## src/logic/etas_pkg.sv

```systemverilog
// shared constants and types of the event-timed asynchronous serial block
package etas_pkg;
  // register byte offsets
  localparam logic [7:0] ETAS_OFF_CTRL   = 8'h00;
  localparam logic [7:0] ETAS_OFF_COUNT  = 8'h04;
  localparam logic [7:0] ETAS_OFF_EVTIME = 8'h08;
  localparam logic [7:0] ETAS_OFF_TIMER  = 8'h0C;
  localparam logic [7:0] ETAS_OFF_DATA   = 8'h10;
  localparam logic [7:0] ETAS_OFF_PORT   = 8'h14;
  localparam logic [7:0] ETAS_OFF_MASK   = 8'h18;
  localparam logic [7:0] ETAS_OFF_SPACE  = 8'h1C;
  localparam logic [7:0] ETAS_OFF_STATUS = 8'h20;
  localparam logic [7:0] ETAS_OFF_RXFIFO = 8'h24;
  // control field positions
  localparam int ETAS_CTRL_TX     = 0;
  localparam int ETAS_CTRL_SVCSEL = 1;
  localparam int ETAS_CTRL_CAPT   = 2;
  localparam int ETAS_CTRL_MAJ    = 3;
  localparam int ETAS_CTRL_PAREN  = 4;
  localparam int ETAS_CTRL_PARODD = 5;
  // status field positions
  localparam int ETAS_ST_EVT   = 0;
  localparam int ETAS_ST_EOT   = 1;
  localparam int ETAS_ST_FRAME = 2;
  localparam int ETAS_ST_PAR   = 3;
  localparam int ETAS_ST_RXVLD = 4;
  // reset values
  localparam logic [7:0]  ETAS_RST_CTRL  = 8'h00;
  localparam logic [7:0]  ETAS_RST_PORT  = 8'hFF;
  localparam logic [7:0]  ETAS_RST_MASK  = 8'h01;
  localparam logic [7:0]  ETAS_RST_SPACE = 8'h01;
  localparam logic [15:0] ETAS_RST_DATA  = 16'h0000;
  // longest word the server moves
  localparam int ETAS_MAX_BITS = 16;
  // timebase: timer tick every ETAS_TICK_CYC core cycles
  localparam int ETAS_CLK_HZ   = 40000000;
  localparam int ETAS_TICK_NS  = 250;
  localparam int ETAS_TICK_CYC = (ETAS_TICK_NS * (ETAS_CLK_HZ / 1000000)) / 1000;
  localparam int ETAS_FIFO_DEPTH = 16;

  typedef enum logic [1:0] {SV_IDLE, SV_WAIT2, SV_WAIT3, SV_PUSH} etas_svst_t;
endpackage

```

## src/logic/etas_serial.sv

```systemverilog
// event-paced asynchronous serial transfer server with apb registers
//
// The implementer's own choices: the placing of the registers and register access over APB.
`timescale 1ns/1ps
module etas_serial import etas_pkg::*; #(
  parameter int TW = 16
) (
  input  wire logic        sysClk,
  input  wire logic        nrst,
  input  wire logic        psel,
  input  wire logic        penable,
  input  wire logic        pwrite,
  input  wire logic [7:0]  paddr,
  input  wire logic [31:0] pwdata,
  output logic [31:0]      prdata,
  output logic             pready,
  output logic             pslverr,
  input  wire logic [7:0]  portIn,
  output logic [7:0]       portOut,
  output logic             eventIrq,
  output logic             eotIrq
);
  typedef struct packed {
    logic [7:0]  ctrl;
    logic [7:0]  count;
    logic [7:0]  initCount;
    logic [15:0] data;
    logic [7:0]  portOut;
    logic [7:0]  mask;
    logic [7:0]  spacing;
    logic [7:0]  spaceCnt;
    logic        firstSamp;
    logic        evtFlag;
    logic        eotFlag;
    logic        frameErr;
    logic        parErr;
    logic        pready;
    logic        pslverr;
    logic [31:0] prdata;
    logic [15:0] rxWord;
    etas_svst_t  st;
  } etas_st_t;
  etas_st_t q, d;

  logic [TW-1:0] timer, evTime;
  logic          tick, match, capt;
  logic          lineIn;
  logic          fifoReady, fifoValid, fifoPop;
  logic [15:0]   fifoData;
  logic          setup, commit, bitVal, wrTime;

  // received word right-justified, stop bit at index n-1
  function automatic logic [15:0] justify(input logic [15:0] w, input logic [7:0] n);
    logic [4:0] sh;
    sh = (n >= 8'(ETAS_MAX_BITS)) ? 5'd0 : 5'(ETAS_MAX_BITS - int'(n));
    return w >> sh;
  endfunction

  function automatic logic parityOf(input logic [15:0] w, input logic [7:0] n);
    logic [15:0] m;
    m = (n >= 8'h02) ? ((16'h0001 << (n - 8'h01)) - 16'h0001) : 16'h0000;
    return ^(w & m);
  endfunction

  assign lineIn = |(portIn & q.mask);
  assign setup  = psel && !penable;
  assign wrTime = psel && penable && q.pready && pwrite && paddr == ETAS_OFF_EVTIME;
  assign fifoPop = psel && penable && q.pready && !pwrite && paddr == ETAS_OFF_RXFIFO;

  etas_event_chan #(.TW(TW)) u_evt (
    .sysClk    (sysClk),
    .nrst      (nrst),
    .captMode  (q.ctrl[ETAS_CTRL_CAPT]),
    .wrTime    (wrTime),
    .wrTimeVal (pwdata[TW-1:0]),
    .lineIn    (lineIn),
    .timer     (timer),
    .evTime    (evTime),
    .tick      (tick),
    .match     (match),
    .capt      (capt)
  );

  etas_fifo #(.W(16), .D(ETAS_FIFO_DEPTH)) u_rxq (
    .sysClk   (sysClk),
    .nrst     (nrst),
    .inValid  (q.st == SV_PUSH),
    .inData   (q.rxWord),
    .inReady  (fifoReady),
    .outValid (fifoValid),
    .outData  (fifoData),
    .outReady (fifoPop)
  );

  always_comb begin
    logic        txMode;
    logic        svc;
    logic [15:0] w;
    logic [3:0]  hwSet;
    d = q;
    txMode = q.ctrl[ETAS_CTRL_TX];
    svc    = q.ctrl[ETAS_CTRL_SVCSEL];
    commit = 1'b0;
    bitVal = 1'b0;
    w      = '0;
    hwSet  = '0;
    d.pready  = 1'b0;
    d.pslverr = 1'b0;

    // compare events without service and captures go to the conventional flag
    if (capt || (match && !svc)) begin
      d.evtFlag = 1'b1;
      hwSet[0]  = 1'b1;
    end

    unique case (q.st)
      SV_IDLE: begin
        if (match && svc && !q.ctrl[ETAS_CTRL_CAPT]) begin
          if (q.count == 8'h00) begin
            d.eotFlag = 1'b1;
            hwSet[1]  = 1'b1;
          end else if (txMode) begin
            bitVal = q.data[0];
            commit = 1'b1;
          end else if (q.ctrl[ETAS_CTRL_MAJ]) begin
            d.firstSamp = lineIn;
            d.spaceCnt  = q.spacing;
            d.st        = SV_WAIT2;
          end else begin
            bitVal = lineIn;
            commit = 1'b1;
          end
        end
      end
      SV_WAIT2, SV_WAIT3: begin
        if (tick) begin
          if (q.spaceCnt != 8'h00) begin
            d.spaceCnt = q.spaceCnt - 8'h01;
          end else if (q.st == SV_WAIT3 || lineIn == q.firstSamp) begin
            bitVal = lineIn;
            commit = 1'b1;
            d.st   = SV_IDLE;
          end else begin
            d.spaceCnt = q.spacing;
            d.st       = SV_WAIT3;
          end
        end
      end
      SV_PUSH: begin
        // received words wait here while the queue is full
        if (fifoReady) d.st = SV_IDLE;
      end
    endcase

    if (commit) begin
      d.data  = {txMode ? 1'b1 : bitVal, q.data[15:1]};
      d.count = q.count - 8'h01;
      if (txMode) d.portOut = (q.portOut & ~q.mask) | (q.mask & {8{bitVal}});
      if (q.count == 8'h01) begin
        d.eotFlag = 1'b1;
        hwSet[1]  = 1'b1;
        d.ctrl[ETAS_CTRL_SVCSEL] = 1'b0;
        if (!txMode) begin
          w = justify({bitVal, q.data[15:1]}, q.initCount);
          d.rxWord = w;
          d.st     = SV_PUSH;
          if (!bitVal) begin
            d.frameErr = 1'b1;
            hwSet[2]   = 1'b1;
          end
          if (q.ctrl[ETAS_CTRL_PAREN]
              && parityOf(w, q.initCount) != q.ctrl[ETAS_CTRL_PARODD]) begin
            d.parErr = 1'b1;
            hwSet[3] = 1'b1;
          end
        end
      end
    end

    // apb: registered answer, one access cycle
    if (setup) begin
      d.pready = 1'b1;
      d.prdata = '0;
      unique case (paddr)
        ETAS_OFF_CTRL:   d.prdata = {24'h000000, q.ctrl};
        ETAS_OFF_COUNT:  d.prdata = {24'h000000, q.count};
        ETAS_OFF_EVTIME: d.prdata = 32'(evTime);
        ETAS_OFF_TIMER:  d.prdata = 32'(timer);
        ETAS_OFF_DATA:   d.prdata = {16'h0000, q.data};
        ETAS_OFF_PORT:   d.prdata = {16'h0000, portIn, q.portOut};
        ETAS_OFF_MASK:   d.prdata = {24'h000000, q.mask};
        ETAS_OFF_SPACE:  d.prdata = {24'h000000, q.spacing};
        ETAS_OFF_STATUS: d.prdata = {27'h0000000, fifoValid, q.parErr, q.frameErr,
                                     q.eotFlag, q.evtFlag};
        ETAS_OFF_RXFIFO: d.prdata = {16'h0000, fifoData};
        default:         d.pslverr = 1'b1;
      endcase
    end
    if (psel && penable && q.pready && pwrite) begin
      unique case (paddr)
        ETAS_OFF_CTRL:  d.ctrl = pwdata[7:0];
        ETAS_OFF_COUNT: begin
          d.count     = pwdata[7:0];
          d.initCount = pwdata[7:0];
        end
        ETAS_OFF_DATA:  d.data = pwdata[15:0];
        ETAS_OFF_PORT:  d.portOut = pwdata[7:0];
        ETAS_OFF_MASK:  d.mask = pwdata[7:0];
        ETAS_OFF_SPACE: d.spacing = pwdata[7:0];
        ETAS_OFF_STATUS: begin
          // write one to clear; a same-cycle hardware set wins
          d.evtFlag  = (q.evtFlag & ~pwdata[ETAS_ST_EVT]) | hwSet[0];
          d.eotFlag  = (q.eotFlag & ~pwdata[ETAS_ST_EOT]) | hwSet[1];
          d.frameErr = (q.frameErr & ~pwdata[ETAS_ST_FRAME]) | hwSet[2];
          d.parErr   = (q.parErr & ~pwdata[ETAS_ST_PAR]) | hwSet[3];
        end
        default: ;
      endcase
    end
  end

  always_ff @(posedge sysClk) begin
    if (!nrst) begin
      q         <= '0;
      q.ctrl    <= ETAS_RST_CTRL;
      q.data    <= ETAS_RST_DATA;
      q.portOut <= ETAS_RST_PORT;
      q.mask    <= ETAS_RST_MASK;
      q.spacing <= ETAS_RST_SPACE;
      q.st      <= SV_IDLE;
    end else begin
      q <= d;
    end
  end

  assign prdata   = q.prdata;
  assign pready   = q.pready;
  assign pslverr  = q.pslverr;
  assign portOut  = q.portOut;
  assign eventIrq = q.evtFlag;
  assign eotIrq   = q.eotFlag;
endmodule // etas_serial

```

## src/logic/etas_fifo.sv

```systemverilog
// synchronous valid/ready fifo for received words
`timescale 1ns/1ps
module etas_fifo import etas_pkg::*; #(
  parameter int W = 16,
  parameter int D = ETAS_FIFO_DEPTH
) (
  input  wire logic         sysClk,
  input  wire logic         nrst,
  input  wire logic         inValid,
  input  wire logic [W-1:0] inData,
  output logic              inReady,
  output logic              outValid,
  output logic [W-1:0]      outData,
  input  wire logic         outReady
);
  localparam int AW = $clog2(D);
  typedef struct packed {
    logic [AW-1:0] wp;
    logic [AW-1:0] rp;
    logic [AW:0]   cnt;
  } etas_fst_t;
  etas_fst_t q, d;
  logic [W-1:0] mem [D];
  logic push, pop;

  assign push     = inValid && inReady;
  assign pop      = outValid && outReady;
  assign inReady  = (q.cnt != (AW+1)'(D));
  assign outValid = (q.cnt != '0);
  assign outData  = mem[q.rp];

  always_comb begin
    d = q;
    if (push) d.wp = q.wp + 1'b1;
    if (pop) d.rp = q.rp + 1'b1;
    d.cnt = q.cnt + (AW+1)'(push) - (AW+1)'(pop);
  end

  always_ff @(posedge sysClk) begin
    if (!nrst) q <= '0;
    else q <= d;
    if (push) mem[q.wp] <= inData;
  end
endmodule // etas_fifo

```

## src/logic/etas_event_chan.sv

```systemverilog
// timebase timer with one capture/compare event channel
`timescale 1ns/1ps
module etas_event_chan import etas_pkg::*; #(
  parameter int TW = 16
) (
  input  wire logic          sysClk,
  input  wire logic          nrst,
  input  wire logic          captMode,
  input  wire logic          wrTime,
  input  wire logic [TW-1:0] wrTimeVal,
  input  wire logic          lineIn,
  output logic [TW-1:0]      timer,
  output logic [TW-1:0]      evTime,
  output logic               tick,
  output logic               match,
  output logic               capt
);
  typedef struct packed {
    logic [7:0]    div;
    logic [TW-1:0] tmr;
    logic [TW-1:0] evt;
    logic          tick;
    logic          match;
    logic          capt;
    logic          lineLast;
  } etas_est_t;
  etas_est_t q, d;

  always_comb begin
    d = q;
    d.tick  = 1'b0;
    d.match = 1'b0;
    d.capt  = 1'b0;
    d.lineLast = lineIn;
    if (q.div == 8'(ETAS_TICK_CYC - 1)) begin
      d.div  = '0;
      d.tick = 1'b1;
    end else begin
      d.div = q.div + 8'h01;
    end
    if (q.tick) begin
      d.tmr = q.tmr + 1'b1;
      if (!captMode && q.tmr == q.evt) d.match = 1'b1;
    end
    if (captMode && q.lineLast && !lineIn) begin
      d.capt = 1'b1;
      d.evt  = q.tmr;
    end
    if (wrTime) d.evt = wrTimeVal;
  end

  always_ff @(posedge sysClk) begin
    if (!nrst) q <= '0;
    else q <= d;
  end

  assign timer  = q.tmr;
  assign evTime = q.evt;
  assign tick   = q.tick;
  assign match  = q.match;
  assign capt   = q.capt;
endmodule // etas_event_chan

```

## config.mk

```make
export PLATFORM = sky130hd
export DESIGN_NAME = etas_serial
export DESIGN_NICKNAME = d
export VERILOG_FILES = /design/src/logic/etas_pkg.sv /design/src/logic/etas_serial.sv /design/src/logic/etas_fifo.sv /design/src/logic/etas_event_chan.sv
export SDC_FILE = /design/constraint.sdc
export NUM_CORES = 1
export LEC_CHECK = 0
export BUFFER_PORTS_ARGS = -buffer_cell sky130_fd_sc_hd__buf_4
export CELL_PAD_IN_SITES_DETAIL_PLACEMENT = 0
export CELL_PAD_IN_SITES_GLOBAL_PLACEMENT = 1
export CORE_UTILIZATION = 44
export DETAILED_ROUTE_END_ITERATION = 12
export PLACE_DENSITY_LB_ADDON = 0.1
export SLEW_MARGIN = 30
export SYNTH_ARGS = -nofsm -noshare
export SYNTH_HDL_FRONTEND = slang
export SYNTH_SLANG_ARGS = --single-unit
```

## constraint.sdc

```tcl
create_clock -name sysClk -period 5.7 [get_ports sysClk]
set_input_delay 1.71 -clock sysClk [delete_from_list [all_inputs] [get_ports sysClk]]
set_output_delay 1.71 -clock sysClk [all_outputs]
set_load 0.02 [all_outputs]
```

==> metrics.md <==
| Metric | Value |
|---|---|
| Post-detailed-placement half-perimeter wirelength | 38900 um |
| Synth Instances | 1690 |
| Filler cell count | 3939 |
| Pin slew with the least headroom to its limit | 0.919 ns |
| Horizontal extent of the die | 216 um |
| Final hold violation count | 0 |
| Leakage | 7.16 nW |
| Kind of start point of the critical path | register |
| Pin count of the biggest net entering global routing | 76 |
| Clock buffers created by TritonCTS | 47 |
| Pre-Repair DR Iteration Count | 5 |
| Endpoint required time on the critical path | 6.18 ns |
| Post-route design area | 22600 um^2 |
| Path type of the worst setup path | register to register |
| Area of placed instances | 21000 um^2 |
| Final wirelength | 57400 um |
| ANT cells | 0 |
| Ys Warns | 0 |
| Power density over cell area | 286 nW/um^2 |
| Routability Congestion | 0.888 |
| Final non-filler cell total | 2345 |
| Critical hold path startpoint | u_evt.capt |
| Largest cells by area after synthesis | sky130_fd_sc_hd__edfxtp_1 (38%), sky130_fd_sc_hd__dfxtp_1 (17%), sky130_fd_sc_hd__mux4_2 (9.2%) |
| Arrival time worst endpoint | 5.38 ns |
| Clock latency on the worst-skew pair | 0.60 ns |
| H-tree levels | 2 |
| Final core occ | 50.6% |
| Worst r2r src | q[106] |
| Via count of the first global-routing pass | 13500 |
| Number of enable flip-flop cells after synthesis | 256 |
| Tot GR Track Use | 24.7% |
| Post-Place Cells | 2258 |
| Vias after detailed routing | 13900 |
| Area share of the largest cell type after synthesis | 38.3% |
| CTS Sinks | 430 |
| Max-capacitance violation count | 0 |
| Summed negative setup slack over all endpoints | 0 ns |
| Maximum ir drop on the vdd rail | 0.261 mV |
| Result of the run | complete, no violations |
| Crit path time final | 4.91 ns |
| Starting density of the core | 45.0% |
| Number of distinct standard cells referenced by the synthesized netlist | 90 |
| Final #Nets | 1792 |
| Final critical-path share of the clock period | 86.1% |
| Class of the worst hold path | register to register |
| Remaining max-slew budget at the tightest pin | 38.3% |
| Layout-stage area growth over the synthesis result | 12.5% |
| Final setup viols | 0 |
| Most used DFF post-synth | sky130_fd_sc_hd__edfxtp_1 |
| Total die area | 46500 um^2 |
| CP endpoint kind | register |
| Setup repair after global routing missed its margin | no |
| Wire length of the first global-routing pass | 86000 um |
| Initial detailed-routing violation count | 1140 |
| CTS hold repair buffers | 0 |
| Number of placement rows | 77 |
| Max Clock Freq | 0.204 GHz |
| Number of nets still failing antenna checks after routing | 0 |
| Top cell type by total area after synthesis | sky130_fd_sc_hd__edfxtp_1 |
| Worst Clk Skew | 0.0392 ns |
| Post-CTS repair timing setup buffer count | 0 |
| Overflow left after global routing | 0 |
| Register area share after synthesis | 55.6% |
| Post-synthesis register bit count | 430 |
| Avg Cell Area, Syn | 11.9 um^2 |
| First element of the critical path | q[106] |
| Wire length per cell | 24.5 um |
| Post-cts repair resize count | 0 |
| Netlist Area Pre-Place | 20100 um^2 |
| Proportion of layout cells with a drive suffix above 1 | 18.3% |
| Ys async rst share | 0% |
| Total I/O pin count | 97 |
| Number of buffers on the longest clock path | 3 |
| Via/cell ratio | 5.92 |
| DRC viols | 0 |
| Max Fanout on Critical Path | 12 |
| Number of antenna violations at the first check in global routing | 0 |
| Clock transition at the register clock pins on the worst setup and hold paths after CTS | 0.06 ns |
| Clock tree from TritonCTS | yes |
| Die extent in y | 216 um |
| Clock Tree Root | sky130_fd_sc_hd__clkbuf_16 |
| Final Max Slew Viols | 0 |
| Core region area | 44600 um^2 |
| Port Buffer Count | 64 |
## worst paths after layout
kind               to  slack [ns]  cells after the start
max             q[52]        0.79                     18
min          eventIrq        0.45                      2
max reg2reg     q[52]        0.79                     18
min reg2reg  eventIrq        0.45                      2
## cells in the mapped netlist (all sizes together), types with 9 or more instances
library cell	number
nand2	201
nand2b	9
and2	12
a21oi	88
inv	27
edfxtp	256
and3	15
nor2b	11
nor3	24
buf	65
nor4	14
a31oi	10
xnor2	21
o211ai	19
ha	23
nor2	174
a22oi	26
nand3	44
mux2i	57
o21ai	32
mux4	82
xor2	46
clkbuf	80
nand4	19
a222oi	18
dfxtp	174
a211oi	45
## worst max-delay path, cell delays in order (launching register included)
cell and delay (ns):
sky130_fd_sc_hd__dfxtp_1 0.49, sky130_fd_sc_hd__inv_1 0.13, sky130_fd_sc_hd__ha_1 0.22, sky130_fd_sc_hd__o21bai_1 0.16, sky130_fd_sc_hd__a311o_1 0.37, sky130_fd_sc_hd__a31oi_2 0.49
sky130_fd_sc_hd__nand2_2 0.25, sky130_fd_sc_hd__nor2_1 0.35, sky130_fd_sc_hd__nand3_1 0.16, sky130_fd_sc_hd__ha_1 0.38, sky130_fd_sc_hd__inv_1 0.16, sky130_fd_sc_hd__o2111ai_1 0.14
sky130_fd_sc_hd__a31o_1 0.28, sky130_fd_sc_hd__xnor2_1 0.17, sky130_fd_sc_hd__nand2_1 0.09, sky130_fd_sc_hd__xnor3_1 0.23, sky130_fd_sc_hd__xnor3_1 0.41, sky130_fd_sc_hd__xnor2_1 0.22
sky130_fd_sc_hd__o21ai_1 0.09
## power by group
group / total [mW] / internal (mW) / switching [mW]
combinational: 0.111 / 0.0309 / 0.0796
clock: 3.08 / 1.80 / 1.28
sequential: 3.26 / 3.26 / 0.00416
## routing by layer
metal	track usage (%)	part of all wire [%]	wire, um	vias up
li1	-	-	-	6327
met1	32.0	41	23800	6966
met2	42.3	49	28400	489
met3	3.10	5.7	3270	103
met4	9.50	3.5	2010	0
met5	0	0	0	-
## kinds of logic (layout without fill, tap and decap cells)
group / Yosys count / in the layout / synth area share (%)
AOI/OAI and AO/OA: 292 / 292 / 10.1
xor gates and xnor gates: 70 / 70 / 3.26
adders and majority gates: 24 / 24 / 1.53
buffers and inverters: 174 / 222 / 4.24
DFF: 430 / 430 / 55.6
muxes: 144 / 144 / 12.3
other: 1 / 16 / 0.0187
and+or+nand+nor: 555 / 555 / 12.9
## cell usage in the layout (no fill, tap or decap), drive strengths merged, types with 9 or more instances in the layout
master	netlist	routed
nand2b	9	9
nor2	174	174
mux2i	57	57
xor2	46	46
nand3	44	44
clkinv	2	26
conb	1	16
o21ai	32	32
and3	15	15
dfxtp	174	174
a22oi	26	26
a21oi	88	88
xnor2	21	21
buf	65	106
ha	23	23
nand4	19	19
nor2b	11	11
o211ai	19	19
nor4	14	14
edfxtp	256	256
and2	12	12
a222oi	18	18
nor3	24	24
a211oi	45	45
a31oi	10	10
nand2	201	201
inv	27	27
mux4	82	82
clkbuf	80	58
## sequential cells by signal, summed over array words and instances (netlist names), 8 cells and up, named ones only
name	cells
u_rxq.q	13
u_evt.timer	16
u_evt.evTime	16
prdata	16
q	85
portOut	8
u_evt.q	9
u_rxq.mem	256
## through the flow
stage	setup WS, ns	total power, mW	hold slack [ns]
2_1_floorplan	1.20	3.39	0.422
3_3_place_gp	0.738	3.44	0.436
3_5_place_dp	0.761	3.44	0.450
4_1_cts	0.821	6.50	0.457
5_1_grt	0.420	6.62	0.486
6_report	0.793	6.45	0.451
## area by class of cell
| type | instances | area (um^2) | area share, % |
|---|---|---|---|
| clock buffers | 58 | 1290 | 5.71 |
| clock inverters | 29 | 284 | 1.26 |
| inverters | 29 | 111 | 0.493 |
| multi-input cells | 1101 | 8180 | 36.2 |
| flip-flops and latches | 430 | 11200 | 49.5 |
| well taps | 592 | 741 | 3.28 |
| repair buffers | 106 | 808 | 3.58 |
No activity file was read; power rests on OpenSTA's default activity.
